===== src/flash_pe_defs.svh =====
// Purpose: Offsets, field positions, reset values and timing counts of the flash program/erase interface
// Assumes: AXI4-Lite byte addresses, one register per aligned word
// Notes: Included by its bare name
`ifndef FLASH_PE_DEFS_SVH
`define FLASH_PE_DEFS_SVH

`define OFS_CODE_CTRL_STATUS 8'h00
`define OFS_PROG_ROUTINE_SEL 8'h04
`define OFS_ERASE_ROUTINE_SEL 8'h08
`define OFS_PROTECTION_KEY 8'h0C
`define OFS_ARRAY_SELECT 8'h10
`define OFS_COPY_DEST 8'h14
`define OFS_RAM_OVERLAY 8'h18
`define OFS_OP_CONTROL 8'h1C
`define OFS_DEST_ADDR 8'h20
`define OFS_ERASE_BLOCK 8'h24
`define OFS_RESULT 8'h28

`define CCS_RESET 8'h80
`define CCS_FLASH_ERR_BIT 4
`define CCS_COPY_REQ_BIT 0
`define DEST_ERR_BIT 7
`define KEY_COPY 8'hA5
`define KEY_PROG 8'h5A
`define KEY_RESET 8'h00
`define ARRAY_SEL_BOOT 8'hAA
`define DEST_MAX 7'h02
`define OVERLAY_SELECT_BIT 3

`define ERASE_BLOCKS 16
`define SMALL_BLOCKS 8
`define COPY_WORDS 16'h0400
`define OP_TIME_US 1
`define OP_CYCLES ((`OP_TIME_US * 1000) / 10)

`define RES_PASS 2'b00
`define RES_FAIL 2'b01
`define RES_ALIGN 2'b10
`define RES_PROTECT 2'b11

`endif


===== src/flash_pe_pkg.sv =====
// Purpose: Types shared by the flash program/erase interface
// Assumes: Nothing
// Notes: Constants live in flash_pe_defs.svh
package flash_pe_pkg;
  typedef enum logic [2:0] {
    ST_IDLE,
    ST_COPY,
    ST_PROG,
    ST_ERASE,
    ST_DONE
  } seq_state_type;

  typedef enum logic [1:0] {
    OP_NONE,
    OP_PROGRAM,
    OP_ERASE
  } op_kind_type;
endpackage


===== src/flash_block_map.sv =====
// Purpose: Maps an erase block number to its base address and size class
// Assumes: Eight 4K, one 32K and seven 64K blocks from address zero
// Notes: Pure combinational
`timescale 1ns/100ps
`default_nettype none
`include "flash_pe_defs.svh"
module flash_block_map
#(
  parameter int NUM_BLOCKS = `ERASE_BLOCKS
)
(
  input wire logic [7:0] block_i,
  output logic [23:0] base_o,
  output logic small_o,
  output logic valid_o
);
  always_comb
  begin
    base_o = 24'h00_0000;
    small_o = 1'b0;
    valid_o = (block_i < 8'(NUM_BLOCKS));
    if (block_i < 8'd8)
    begin
      base_o = {12'h000, block_i[3:0], 8'h00} << 4;
      small_o = 1'b1;
    end
    else if (block_i == 8'd8)
    begin
      base_o = 24'h00_8000;
    end
    else if (valid_o)
    begin
      base_o = {4'h0, block_i[3:0] - 4'd8, 16'h0000};
    end
  end
endmodule // flash_block_map
`default_nettype wire


===== src/flash_pe_interface.sv =====
// Purpose: Register file and sequencer of the flash program/erase interface
// Assumes: AXI4-Lite slave, 100 MHz clock, byte data in low lanes
// Notes: Copy and operation lengths are modelled counts
`timescale 1ns/100ps
`default_nettype none
`include "flash_pe_defs.svh"
module flash_pe_interface
  import flash_pe_pkg::*;
#(
  parameter logic [15:0] COPY_WORDS = `COPY_WORDS,
  parameter logic [15:0] OP_CYCLES = 16'(`OP_CYCLES)
)
(
  input wire logic clk_i,
  input wire logic rstn_i,
  input wire logic [7:0] s_axi_awaddr,
  input wire logic s_axi_awvalid,
  output logic s_axi_awready,
  input wire logic [31:0] s_axi_wdata,
  input wire logic [3:0] s_axi_wstrb,
  input wire logic s_axi_wvalid,
  output logic s_axi_wready,
  output logic [1:0] s_axi_bresp,
  output logic s_axi_bvalid,
  input wire logic s_axi_bready,
  input wire logic [7:0] s_axi_araddr,
  input wire logic s_axi_arvalid,
  output logic s_axi_arready,
  output logic [31:0] s_axi_rdata,
  output logic [1:0] s_axi_rresp,
  output logic s_axi_rvalid,
  input wire logic s_axi_rready,
  input wire logic exec_from_ram_i,
  input wire logic irq_pending_i,
  input wire logic array_read_i,
  input wire logic sleep_i,
  input wire logic other_master_i,
  input wire logic emulator_enable_in_i,
  input wire logic [2:0] mode_select_inputs_i,
  input wire logic boot_variant_select_i,
  output logic usb_boot_o,
  output logic embedded_map_o,
  output logic irq_disable_o,
  output logic flash_busy_o,
  output logic [2:0] copy_dest_sel_o,
  output logic [23:0] op_address_o,
  output logic overlay_active_o
);
  logic rst_meta_q, rstn_q;
  always_ff @(posedge clk_i or negedge rstn_i)
  begin
    if (!rstn_i)
    begin
      rst_meta_q <= 1'b0;
      rstn_q <= 1'b0;
    end
    else
    begin
      rst_meta_q <= 1'b1;
      rstn_q <= rst_meta_q;
    end
  end

  // Pins from outside: three stages, change taken when last two agree
  logic [4:0] pin_s1_q, pin_s2_q, pin_s3_q, pin_q;
  always_ff @(posedge clk_i or negedge rstn_q)
  begin
    if (!rstn_q)
    begin
      pin_s1_q <= 5'h0;
      pin_s2_q <= 5'h0;
      pin_s3_q <= 5'h0;
      pin_q <= 5'h0;
    end
    else
    begin
      pin_s1_q <= {emulator_enable_in_i, mode_select_inputs_i, boot_variant_select_i};
      pin_s2_q <= pin_s1_q;
      pin_s3_q <= pin_s2_q;
      if (pin_s2_q == pin_s3_q)
        pin_q <= pin_s3_q;
    end
  end
  logic emul_s, boot_mode_s;
  assign emul_s = pin_q[4];
  assign boot_mode_s = (pin_q[3:1] == 3'b010);
  assign usb_boot_o = boot_mode_s & pin_q[0];

  seq_state_type state_q;
  op_kind_type op_q;
  logic [7:0] key_q, array_sel_q, dest_q, overlay_q, erase_blk_q, ctrl_q;
  logic [23:0] addr_q;
  logic prog_sel_q, erase_sel_q, flash_err_q, copy_ok_q;
  logic [1:0] op_res_q;
  logic [15:0] cnt_q;

  // write taken when both channels present, one cycle
  logic wr_go, rd_go;
  assign wr_go = s_axi_awvalid & s_axi_wvalid & ~s_axi_bvalid;
  assign s_axi_awready = wr_go;
  assign s_axi_wready = wr_go;
  assign rd_go = s_axi_arvalid & ~s_axi_rvalid;
  assign s_axi_arready = rd_go;

  function automatic logic mapped(input logic [7:0] a);
    mapped = (a[1:0] == 2'b00) && (a <= `OFS_RESULT);
  endfunction

  logic [7:0] wd;
  logic wb;
  assign wd = s_axi_wdata[7:0];
  // only the low byte lane strobe writes; the address register also takes lanes 1 and 2
  assign wb = wr_go & s_axi_wstrb[0] & mapped(s_axi_awaddr);
  function automatic logic hit(input logic [7:0] ofs, input logic [7:0] a);
    hit = (a == ofs);
  endfunction

  logic busy;
  assign busy = (state_q == ST_PROG) || (state_q == ST_ERASE) || (state_q == ST_COPY);

  always_ff @(posedge clk_i or negedge rstn_q)
  begin
    if (!rstn_q)
    begin
      key_q <= `KEY_RESET;
      array_sel_q <= 8'h00;
      overlay_q <= 8'h00;
      erase_blk_q <= 8'h00;
      addr_q <= 24'h00_0000;
      ctrl_q <= 8'h00;
      prog_sel_q <= 1'b0;
      erase_sel_q <= 1'b0;
    end
    else
    begin
      ctrl_q <= 8'h00;
      if (wb && hit(`OFS_PROTECTION_KEY, s_axi_awaddr))
        key_q <= wd;
      if (wb && hit(`OFS_ARRAY_SELECT, s_axi_awaddr) && !busy)
        array_sel_q <= wd;
      if (wb && hit(`OFS_RAM_OVERLAY, s_axi_awaddr))
        overlay_q <= wd;
      if (wb && hit(`OFS_ERASE_BLOCK, s_axi_awaddr) && !busy)
        erase_blk_q <= wd;
      if (wb && hit(`OFS_DEST_ADDR, s_axi_awaddr) && !busy)
        addr_q <= {s_axi_wdata[23:8], wd};
      if (wb && hit(`OFS_OP_CONTROL, s_axi_awaddr))
        ctrl_q <= wd;
      if (state_q == ST_COPY && cnt_q == 16'h0001)
      begin
        prog_sel_q <= 1'b0;
        erase_sel_q <= 1'b0;
      end
      else
      begin
        if (wb && hit(`OFS_PROG_ROUTINE_SEL, s_axi_awaddr))
          prog_sel_q <= wd[0];
        if (wb && hit(`OFS_ERASE_ROUTINE_SEL, s_axi_awaddr))
          erase_sel_q <= wd[0];
      end
    end
  end

  logic copy_req;
  assign copy_req = wb && hit(`OFS_CODE_CTRL_STATUS, s_axi_awaddr) && wd[`CCS_COPY_REQ_BIT]
                    && !overlay_q[`OVERLAY_SELECT_BIT] && key_q == `KEY_COPY && exec_from_ram_i
                    && state_q == ST_IDLE;
  logic dest_bad;
  assign dest_bad = dest_q[6:0] > `DEST_MAX;

  logic [23:0] blk_base;
  logic blk_small, blk_valid;
  flash_block_map #(.NUM_BLOCKS(`ERASE_BLOCKS)) u_map (
    .block_i(erase_blk_q),
    .base_o(blk_base),
    .small_o(blk_small),
    .valid_o(blk_valid)
  );

  // only the program key opens operations
  logic prot_ok;
  assign prot_ok = (key_q == `KEY_PROG) && !emul_s && !flash_err_q && copy_ok_q;

  // Fault causes, declared ahead of the sequencer that reads them
  logic fault;
  assign fault = irq_pending_i | array_read_i | sleep_i | other_master_i;

  always_ff @(posedge clk_i or negedge rstn_q)
  begin
    if (!rstn_q)
    begin
      state_q <= ST_IDLE;
      op_q <= OP_NONE;
      cnt_q <= 16'h0000;
      dest_q <= 8'h00;
      copy_ok_q <= 1'b0;
      op_res_q <= `RES_PASS;
    end
    else
    begin
      if (wb && hit(`OFS_COPY_DEST, s_axi_awaddr) && state_q == ST_IDLE)
        dest_q <= wd;
      case (state_q)
        ST_IDLE:
        begin
          if (copy_req)
          begin
            if (dest_bad)
              dest_q[`DEST_ERR_BIT] <= 1'b1;
            else
            begin
              state_q <= ST_COPY;
              cnt_q <= COPY_WORDS;
              copy_ok_q <= 1'b0;
            end
          end
          else if (ctrl_q[0] || ctrl_q[1])
          begin
            if (!prot_ok)
              op_res_q <= `RES_PROTECT;
            else if (ctrl_q[0] && addr_q[6:0] != 7'h00)
              op_res_q <= `RES_ALIGN;
            else if (ctrl_q[1] && !blk_valid)
              op_res_q <= `RES_FAIL;
            else
            begin
              state_q <= ctrl_q[0] ? ST_PROG : ST_ERASE;
              op_q <= ctrl_q[0] ? OP_PROGRAM : OP_ERASE;
              cnt_q <= OP_CYCLES;
            end
          end
        end
        ST_COPY:
        begin
          cnt_q <= cnt_q - 16'h0001;
          if (cnt_q == 16'h0001)
          begin
            copy_ok_q <= prog_sel_q ^ erase_sel_q;
            state_q <= ST_IDLE;
          end
        end
        ST_PROG, ST_ERASE:
        begin
          cnt_q <= cnt_q - 16'h0001;
          if (fault)
          begin
            op_res_q <= `RES_FAIL;
            state_q <= ST_DONE;
          end
          else if (cnt_q == 16'h0001)
          begin
            op_res_q <= `RES_PASS;
            state_q <= ST_DONE;
          end
        end
        ST_DONE:
        begin
          state_q <= ST_IDLE;
          op_q <= OP_NONE;
        end
        default:
          state_q <= ST_IDLE;
      endcase
    end
  end

  always_ff @(posedge clk_i or negedge rstn_q)
  begin
    if (!rstn_q)
      flash_err_q <= 1'b0;
    else if ((state_q == ST_PROG || state_q == ST_ERASE) && fault)
      flash_err_q <= 1'b1;
  end

  assign embedded_map_o = (state_q == ST_COPY);
  assign irq_disable_o = busy;
  assign flash_busy_o = (state_q == ST_PROG) || (state_q == ST_ERASE);
  assign copy_dest_sel_o = dest_q[2:0];
  // program unit base on 128 bytes
  assign op_address_o = (op_q == OP_ERASE) ? blk_base : {addr_q[23:7], 7'h00};
  assign overlay_active_o = overlay_q[`OVERLAY_SELECT_BIT] && erase_blk_q < 8'(`SMALL_BLOCKS) && blk_small;

  // fixed reserved bits, copy bit reads zero
  function automatic logic [7:0] rd_mux(input logic [7:0] a);
    case (a)
      `OFS_CODE_CTRL_STATUS: rd_mux = `CCS_RESET | {3'b000, flash_err_q, 4'h0};
      `OFS_PROG_ROUTINE_SEL: rd_mux = {7'h00, prog_sel_q};
      `OFS_ERASE_ROUTINE_SEL: rd_mux = {7'h00, erase_sel_q};
      `OFS_PROTECTION_KEY: rd_mux = key_q;
      `OFS_ARRAY_SELECT: rd_mux = array_sel_q;
      `OFS_COPY_DEST: rd_mux = dest_q;
      `OFS_RAM_OVERLAY: rd_mux = overlay_q;
      `OFS_DEST_ADDR: rd_mux = addr_q[7:0];
      `OFS_ERASE_BLOCK: rd_mux = erase_blk_q;
      `OFS_RESULT: rd_mux = {4'h0, busy, copy_ok_q, op_res_q};
      default: rd_mux = 8'h00;
    endcase
  endfunction

  always_ff @(posedge clk_i or negedge rstn_q)
  begin
    if (!rstn_q)
    begin
      s_axi_bvalid <= 1'b0;
      s_axi_bresp <= 2'b00;
      s_axi_rvalid <= 1'b0;
      s_axi_rresp <= 2'b00;
      s_axi_rdata <= 32'h0000_0000;
    end
    else
    begin
      if (wr_go)
      begin
        s_axi_bvalid <= 1'b1;
        s_axi_bresp <= mapped(s_axi_awaddr) ? 2'b00 : 2'b10;
      end
      else if (s_axi_bready)
        s_axi_bvalid <= 1'b0;
      if (rd_go)
      begin
        s_axi_rvalid <= 1'b1;
        s_axi_rresp <= mapped(s_axi_araddr) ? 2'b00 : 2'b10;
        s_axi_rdata <= {24'h00_0000, rd_mux(s_axi_araddr)};
      end
      else if (s_axi_rready)
        s_axi_rvalid <= 1'b0;
    end
  end

  a_err_sticky: assert property (@(posedge clk_i) disable iff (!rstn_q) $rose(flash_err_q) |=> flash_err_q[*8]) else $error("flash error flag fell");
  a_err_cause: assert property (@(posedge clk_i) disable iff (!rstn_q) $rose(flash_err_q) |-> $past(flash_busy_o)) else $error("flash error without operation");
  a_copy_done: assert property (@(posedge clk_i) disable iff (!rstn_q) $rose(embedded_map_o) |-> ##[1:1000] !embedded_map_o) else $error("copy never ends");
  a_irq_held: assert property (@(posedge clk_i) disable iff (!rstn_q) flash_busy_o |-> irq_disable_o) else $error("interrupts not held");
  a_dest_reject: assert property (@(posedge clk_i) disable iff (!rstn_q) copy_req && dest_bad |=> !embedded_map_o && dest_q[7]) else $error("bad destination copied");
  a_copy_key: assert property (@(posedge clk_i) disable iff (!rstn_q) $rose(embedded_map_o) |-> $past(key_q) == `KEY_COPY) else $error("copy without key");
  a_align_reject: assert property (@(posedge clk_i) disable iff (!rstn_q) state_q == ST_IDLE && ctrl_q[0] && addr_q[6:0] != 7'h00 |=> !flash_busy_o) else $error("misaligned program");
  a_prog_key: assert property (@(posedge clk_i) disable iff (!rstn_q) $rose(flash_busy_o) |-> $past(key_q) == `KEY_PROG) else $error("operation without key");
  a_boot_var: assert property (@(posedge clk_i) disable iff (!rstn_q) !boot_mode_s |-> !usb_boot_o) else $error("variant outside boot");
  a_resp_once: assert property (@(posedge clk_i) disable iff (!rstn_q) wr_go |=> s_axi_bvalid) else $error("no write response");
  c_copy: cover property (@(posedge clk_i) disable iff (!rstn_q) $fell(embedded_map_o));
  c_prog: cover property (@(posedge clk_i) disable iff (!rstn_q) op_q == OP_PROGRAM && state_q == ST_DONE);
  c_erase: cover property (@(posedge clk_i) disable iff (!rstn_q) op_q == OP_ERASE && state_q == ST_DONE);
endmodule // flash_pe_interface
`default_nettype wire


===== config.mk =====
export PLATFORM = sky130hd
export DESIGN_NAME = flash_pe_interface
export DESIGN_NICKNAME = d
export VERILOG_FILES = /design/src/flash_pe_pkg.sv /design/src/flash_block_map.sv /design/src/flash_pe_interface.sv
export VERILOG_INCLUDE_DIRS = /design/src
export SDC_FILE = /design/constraint.sdc
export NUM_CORES = 1
export LEC_CHECK = 0
export BUFFER_PORTS_ARGS = -buffer_cell sky130_fd_sc_hd__buf_2
export CORE_UTILIZATION = 51
export CTS_BUF_LIST = sky130_fd_sc_hd__clkbuf_8
export DETAILED_ROUTE_END_ITERATION = 10
export HOLD_SLACK_MARGIN = 0.05
export MAX_ROUTING_LAYER = met4
export PLACE_DENSITY = 0.88
export SLEW_MARGIN = 20
export SYNTH_ARGS = -nofsm -noshare
export SYNTH_HDL_FRONTEND = slang
export SYNTH_SLANG_ARGS = --single-unit

===== constraint.sdc =====
create_clock -name clk_i -period 3.61 [get_ports clk_i]
set_input_delay 0.1805 -clock clk_i [delete_from_list [all_inputs] [get_ports clk_i]]
set_output_delay 0.1805 -clock clk_i [all_outputs]
set_load 0.005 [all_outputs]

== After elaboration in Yosys (flattened, before gate mapping) ==
Index checks and enable logic that the tools add are counted.

* Memory bits (writable): 0
* Output and inout port bits: 73
* Bits in latches: 0
* Memory bits (read-only): 0
* Logic and storage cells: 207
* Flip-flop bits (word level): 129
* Bits of input ports: 69
* Memories: 0

* Multiplexer cells: 58
* Equal/unequal tests: 44
* Shift operators: 0
* Divide/modulo/power cells: 0
* Magnitude comparators: 5
* Reductions and logical operators: 59
* Bitwise operators: 12
* $mul: 0
* Add/subtract/negate cells: 2

{| class="wikitable"
|+ Operators with widths
! operator !! number
|-
| two-way mux 16 bit || 6
|-
| one-hot mux 8 bit (10 select lines) || 1
|-
| two-way mux 24 bit || 3
|-
| equality test 8 x 5 -> 1 bit, second input constant || 7
|-
| equality test 8 x 4 -> 1 bit, second input constant || 5
|-
| equality test 8 x 6 -> 1 bit, second input constant || 5
|-
| two-way mux 2 bit || 16
|-
| one-hot mux 16 bit (2 select lines) || 1
|-
| logical AND 1 bit || 30
|-
| two-way mux 3 bit || 9
|-
| two-way mux 20 bit || 1
|-
| equality test 16 x 1 -> 1 bit, second input constant || 1
|-
| equality test 8 x 3 -> 1 bit, second input constant || 2
|-
| less-or-equal comparator 8 x 6 -> 1 bit, second input constant || 2
|-
| logical NOT 8 bit || 2
|-
| two-way mux 1 bit || 16
|-
| nonzero test 2 bit || 8
|-
| subtractor 16 x 1 -> 16 bit, second input constant || 1
|-
| != test 3 bit, second input constant || 5
|-
| != test 2 bit, second input constant || 6
|-
| AND reduction 6 bit || 2
|-
| equality test 3 x 2 -> 1 bit, second input constant || 3
|-
| one-hot mux 3 bit (3 select lines) || 1
|-
| equality test 8 x 7 -> 1 bit, second input constant || 1
|-
| 29 further kinds || 46
|}

== Depth between registers and ports, before layout ==
* Depth after elaboration: 12
* Gate-level depth with buffers: 8
* Mapped depth without buffers: 8

== By module ==
A second synthesis with hierarchy kept.

* Cell total of the unflattened synthesis: 604
* Area total of the unflattened synthesis: 6745.2 um2

{| class="wikitable"
|+ By module, submodules not included
! module !! instances !! seq. area each (um2) !! area each (um2) !! cells an instance
|-
| flash_pe_interface || 1 || 3178.0 || 6501.2 || 574
|-
| flash_block_map || 1 || 0.0 || 244.0 || 30
|}

== Worst setup path after synthesis ==
OpenSTA, ideal clock, no wires.

* Path type: register to register
* From: reg addr_q[2]
* To: reg cnt_q[14]
* Arrival time: 1987 ps
* Setup time: 133 ps
* Path slack: 1490 ps
* Stages on the path, launching flop included: 8
* Period minus slack after synthesis: 2120 ps
* Path buffers: 1
* Required time: 3477 ps
* Cells stage by stage: dfrtp_1 or4_4 o41ai_4 nand3_4 a31o_4 buf_6 o21ai_1 o41ai_1

* Word-level cells in the longest chain between the ends: 4

{| class="wikitable"
|+ RTL lines
! element !! RTL line !! source
|-
| start, declared || flash_pe_interface.sv:92 || <nowiki>logic [23:0] addr_q;</nowiki>
|-
| start signal, assigned || flash_pe_interface.sv:146 || <nowiki>addr_q <= {s_axi_wdata[23:8], wd};</nowiki>
|-
| nonzero test 7 bit || flash_pe_interface.sv:221 || <nowiki>else if (ctrl_q[0] && addr_q[6:0] != 7'h00)</nowiki>
|-
| logical AND 1 bit || flash_pe_interface.sv:221 ||
|-
| != test 3 bit (no line) || n/a ||
|-
| AND reduction 6 bit (no line) || n/a ||
|-
| end signal, assigned || flash_pe_interface.sv:235 || <nowiki>cnt_q <= cnt_q - 16'h0001;</nowiki>
|-
| end signal, assigned || flash_pe_interface.sv:244 || <nowiki>cnt_q <= cnt_q - 16'h0001;</nowiki>
|-
| end, declared || flash_pe_interface.sv:95 || <nowiki>logic [15:0] cnt_q;</nowiki>
|}

No other way between the ends.
A chain may end at the register's enable or synchronous reset.

== Worst setup path after layout ==
* From: reg state_q[1]
* To: reg array_sel_q[6]

* Word-level cells in the longest chain between the ends: 5
* Elaborated cells on any way between the ends: 7
* Classes of those cells: 3 x eq/ne; 4 x reduce/logical

{| class="wikitable"
|+ RTL lines
! element !! RTL line !! source
|-
| start, declared || flash_pe_interface.sv:89 || <nowiki>seq_state_type state_q;</nowiki>
|-
| start signal, assigned || flash_pe_interface.sv:227 || <nowiki>state_q <= ctrl_q[0] ? ST_PROG : ST_ERASE;</nowiki>
|-
| equality test 3 x 2 -> 1 bit || flash_pe_interface.sv:119 || <nowiki>assign busy = (state_q == ST_PROG) || (state_q == ST_ERASE) || (state_q == ST_COPY);</nowiki>
|-
| logical OR 1 bit || flash_pe_interface.sv:119 ||
|-
| logical OR 1 bit * || flash_pe_interface.sv:119 ||
|-
| logical NOT 1 bit * || flash_pe_interface.sv:139 || <nowiki>if (wb && hit(`OFS_ARRAY_SELECT, s_axi_awaddr) && !busy)</nowiki>
|-
| logical AND 1 bit * || flash_pe_interface.sv:139 ||
|-
| end signal, assigned || flash_pe_interface.sv:140 || <nowiki>array_sel_q <= wd;</nowiki>
|-
| end, declared || flash_pe_interface.sv:91 || <nowiki>logic [7:0] key_q, array_sel_q, dest_q, overlay_q, erase_blk_q, ctrl_q;</nowiki>
|}

Mark *: on every way between the ends. The rest lies on a longest branch, timed or not.

==> key figures <==
Run status
  • Status: completed

Timing
  • Fin crit share: a little over two thirds
  • Final setup margin: 1.09 ns
  • Fmax: around 400 MHz
  • Setup TNS: 0 ns
  • Max_slew headroom: 40.6%
  • Fin. max-slew vios: 0
  • Hold Vio Cnt, Final: 0
  • Count of final setup violators: 0
  • Clock Skew: around 0.010 ns
  • RSZ-0062 raised after global routing: false
  • Worst Tran Pin Value: around 0.88 ns
  • Period minus WS final: 2.52 ns
  • Hold_ws: ~0.080 ns

Yosys
  • Post-Synth XOR/XNOR Area: between 1 and 1.5%
  • Post-Syn Area: between 0.006 and 0.007 sq mm
  • Synthesis-stage register bit count: between 100 and 150
  • Mux cell area share after synthesis: about 14%
  • Fraction of the mapped netlist area in adder cells: 0.398%
  • Main combinational cell family by area after synthesis: simple AND/OR/NAND/NOR gates
  • Complex-gate fraction of the synthesized area: a little under an eighth
  • Number of distinct library cells after synthesis: 65
  • EDFF count, synth: 0
  • YS warnings: 0
  • Post-Syn Instances: 575
  • Ys flop type: dfrtp_1
  • Simple-Gate Fraction of Synth Area: between 10% and 20%
  • Sequential fraction of the synthesis area: about half
  • Syn Area/Cell: about 11 sq um
  • Ys async rst share: 100%

Clock network
  • Post-CTS setup buffer count: 0
  • CTS tree: yes
  • Clock Tree Buf Depth: 2
  • H-tree depth: 4
  • Post-CTS resize count: 0
  • Cts bufs inserted: 17
  • Clk_lat worst skew: between 0.4 and 0.5 ns
  • Clock sink count: roughly 130
  • Hold_buf cts: 28
  • Root Buffer: clkbuf_8
  • Clock Pin Slew Worst Setup and Hold Paths: about 0.07 ns

Drt
  • DR vias/cell: just under 6
  • 1st-pass router iterations: 9
  • Post-Route WL: ~16000 um
  • Vias: 5018
  • Post-route ant nets: 0
  • 1st-iter DRT viols: approximately 370
  • DRC violations left: 0
  • Routed len/inst: approximately 18 um

GRT
  • Gr ovfl total: 0
  • GRT Total Usage: a little over a quarter
  • Largest net degree at the start of global routing: 77
  • Number of global-route vias before repair: just over 5000
  • First-pass GRT wire length: 25600 um
  • Antenna violations before repair: 0

Worst hold path
  • Hold wc startpoint: s_axi_wdata[1]
  • Hold EP: ctrl_q[1]
  • Hold/Removal Path Class: input pin to flip-flop
  • Cell depth of the worst hold path: 2

Floorplanning
  • Die width: about 110 um
  • Die H: ~110 um
  • Die Area: 0.0128 sq mm
  • IO Pins: roughly 140
  • Core ar.: between 0.01 and 0.015 sq mm
  • Initial Utilization: a little over half
  • Row Count: 40

Cells and area
  • Most frequent cells in the layout: dfrtp_1, buf_2, mux2_2
  • Diodes inserted: 0
  • Post-layout util: a little over three fifths
  • Area of the multi-input gates: roughly 0.0028 sq mm
  • Cell Count, Final, Fillers Out: between 800 and 900
  • Sequential cell area: around 0.0032 sq mm
  • Final instance area: 0.00750 sq mm
  • Synth-to-Final Area Change: 19.2%
  • Fraction of layout cells with a size suffix above 1: 30.7%
  • Most common cell after layout, fill and taps aside: dfrtp_1
  • Final #Nets: ~770
  • # fillers: around 960

Worst setup path
  • Worst EP arrival: ~2.9 ns
  • Reg2Reg Depth: 5
  • Crit-path max FO: 10
  • Critical path's top delay family: simple AND/OR/NAND/NOR gates
  • CP endpoint kind: flip-flop
  • Critical R2R Launch: state_q[1]
  • CP max stage cell: nor3_2
  • Critical path class: flip-flop to flip-flop
  • Worst path cell trace: or2_2 -> nand2b_1 -> clkinv_1 -> nor3_2 -> mux2_2
  • Reg2reg end: array_sel_q[6]
  • Reg2Reg Setup Slack: around 1.1 ns
  • Req. time, crit path: a little under 4 ns
  • Critical Path Start Type: flip-flop
  • WP buf/inv: 1
  • Max stage delay on crit path: 0.74 ns

Power and ir drop
  • Leakage power: 3.62 nW
  • Peak supply drop: ~350 uV
  • Power per cell area: just over 400 mW/mm^2
  • Total power: 3.09 mW

Flow run
  • Max-cap viol count: 0

Placement
  • GP Congestion: approximately 0.9
  • Area post-placement: approximately 0.0068 sq mm
  • Dpl cells: about 800
  • Detailed Place HPWL: about 11000 um
  • PortBufs: between 90 and 100
  • Pre-CTS setup slack: between 1 and 1.5 ns
cell usage after synthesis, types with 3 or more instances:
cell type	count	area share (%)
nor3_1	11	0.88
buf_4	37	4.4
a21oi_1	15	1.2
o31ai_1	4	0.48
a22oi_1	12	1.4
a221oi_1	5	0.70
nand3_1	9	0.72
xor2_1	6	0.84
mux2i_1	6	0.96
nor2_1	33	2.0
nand4b_1	3	0.42
a31oi_1	11	1.1
inv_1	11	0.66
nand2_1	55	3.3
nor2b_1	5	0.50
nand2b_1	7	0.70
mux2_2	72	13
o21ai_0	31	2.5
dfrtp_1	127	51
and3_1	6	0.60
and3b_1	4	0.56
nand3b_1	5	0.60
nor4_1	11	1.1
clkbuf_1	13	0.78
buf_2	3	0.24
and2_1	16	1.6
o21ai_1	3	0.24
kinds of logic after synthesis:
kind of cell	Yosys count
flip-flops	127
AND/OR/NAND/NOR	185
XOR/XNOR	8
AO/OA/AOI/OAI	107
adder cells (fa/ha/maj)	2
buffers and inverters	66
multiplexers	78
other	2
how the worst max path moves through the flow:
stage | start | to | slack (ns) | cells after the start
after floorplan | rstn_q | addr_q[0] | 1.49 | 0
after CTS | state_q[1] | array_sel_q[2] | 1.12 | 5
after global routing | cnt_q[8] | op_res_q[0] | 0.78 | 6
after global placement | cnt_q[4] | op_res_q[0] | 1.20 | 6
after detailed placement | cnt_q[4] | op_res_q[1] | 1.15 | 6
final | state_q[1] | array_sel_q[6] | 1.09 | 5
metal layers:
layer	part of all wire, %	up-vias	global-route usage [%]
met4	2.7	0	11.1
met3	6.4	48	6.75
met5	0	-	-
met1	40	2488	32.2
met2	50	223	44.5
li1	-	2259	-
worst register-to-register path, delay by kind of cell, from the launching register on:
| kind | cells | cell delay (ns) |
|---|---|---|
| mux | 1 | 0.42 |
| simple gates | 3 | 1.31 |
| buf+inv | 1 | 0.26 |
| flops | 1 | 0.42 |
area by class of cell:
type | instances | area share (%)
Clock buffer | 19 | 3.49
Clock inverter | 13 | 2.27
Inverter | 12 | 0.601
Multi-Input combinational cell | 414 | 37.8
Sequential cell | 127 | 42.4
Tap cell | 147 | 2.45
Timing Repair Buffer | 131 | 11.0
power by group:
part / internal (mW) / leakage [nW] / switching [mW]
sequential: 1.48 / 1.64 / 0.0435
clock: 0.778 / 0.220 / 0.556
combinational: 0.111 / 1.76 / 0.116
state kept, by name, indices dropped and copies added (netlist names), 2 cells and up:
register     count
pin_q            5
op_res_q         2
dest_q           8
pin_s3_q         5
overlay_q        8
pin_s1_q         5
pin_s2_q         5
key_q            8
addr_q          24
cnt_q           16
op_q             2
state_q          3
array_sel_q      8
s_axi_rdata      8
ctrl_q           2
erase_blk_q      8
(Power assumes the default switching activity.)
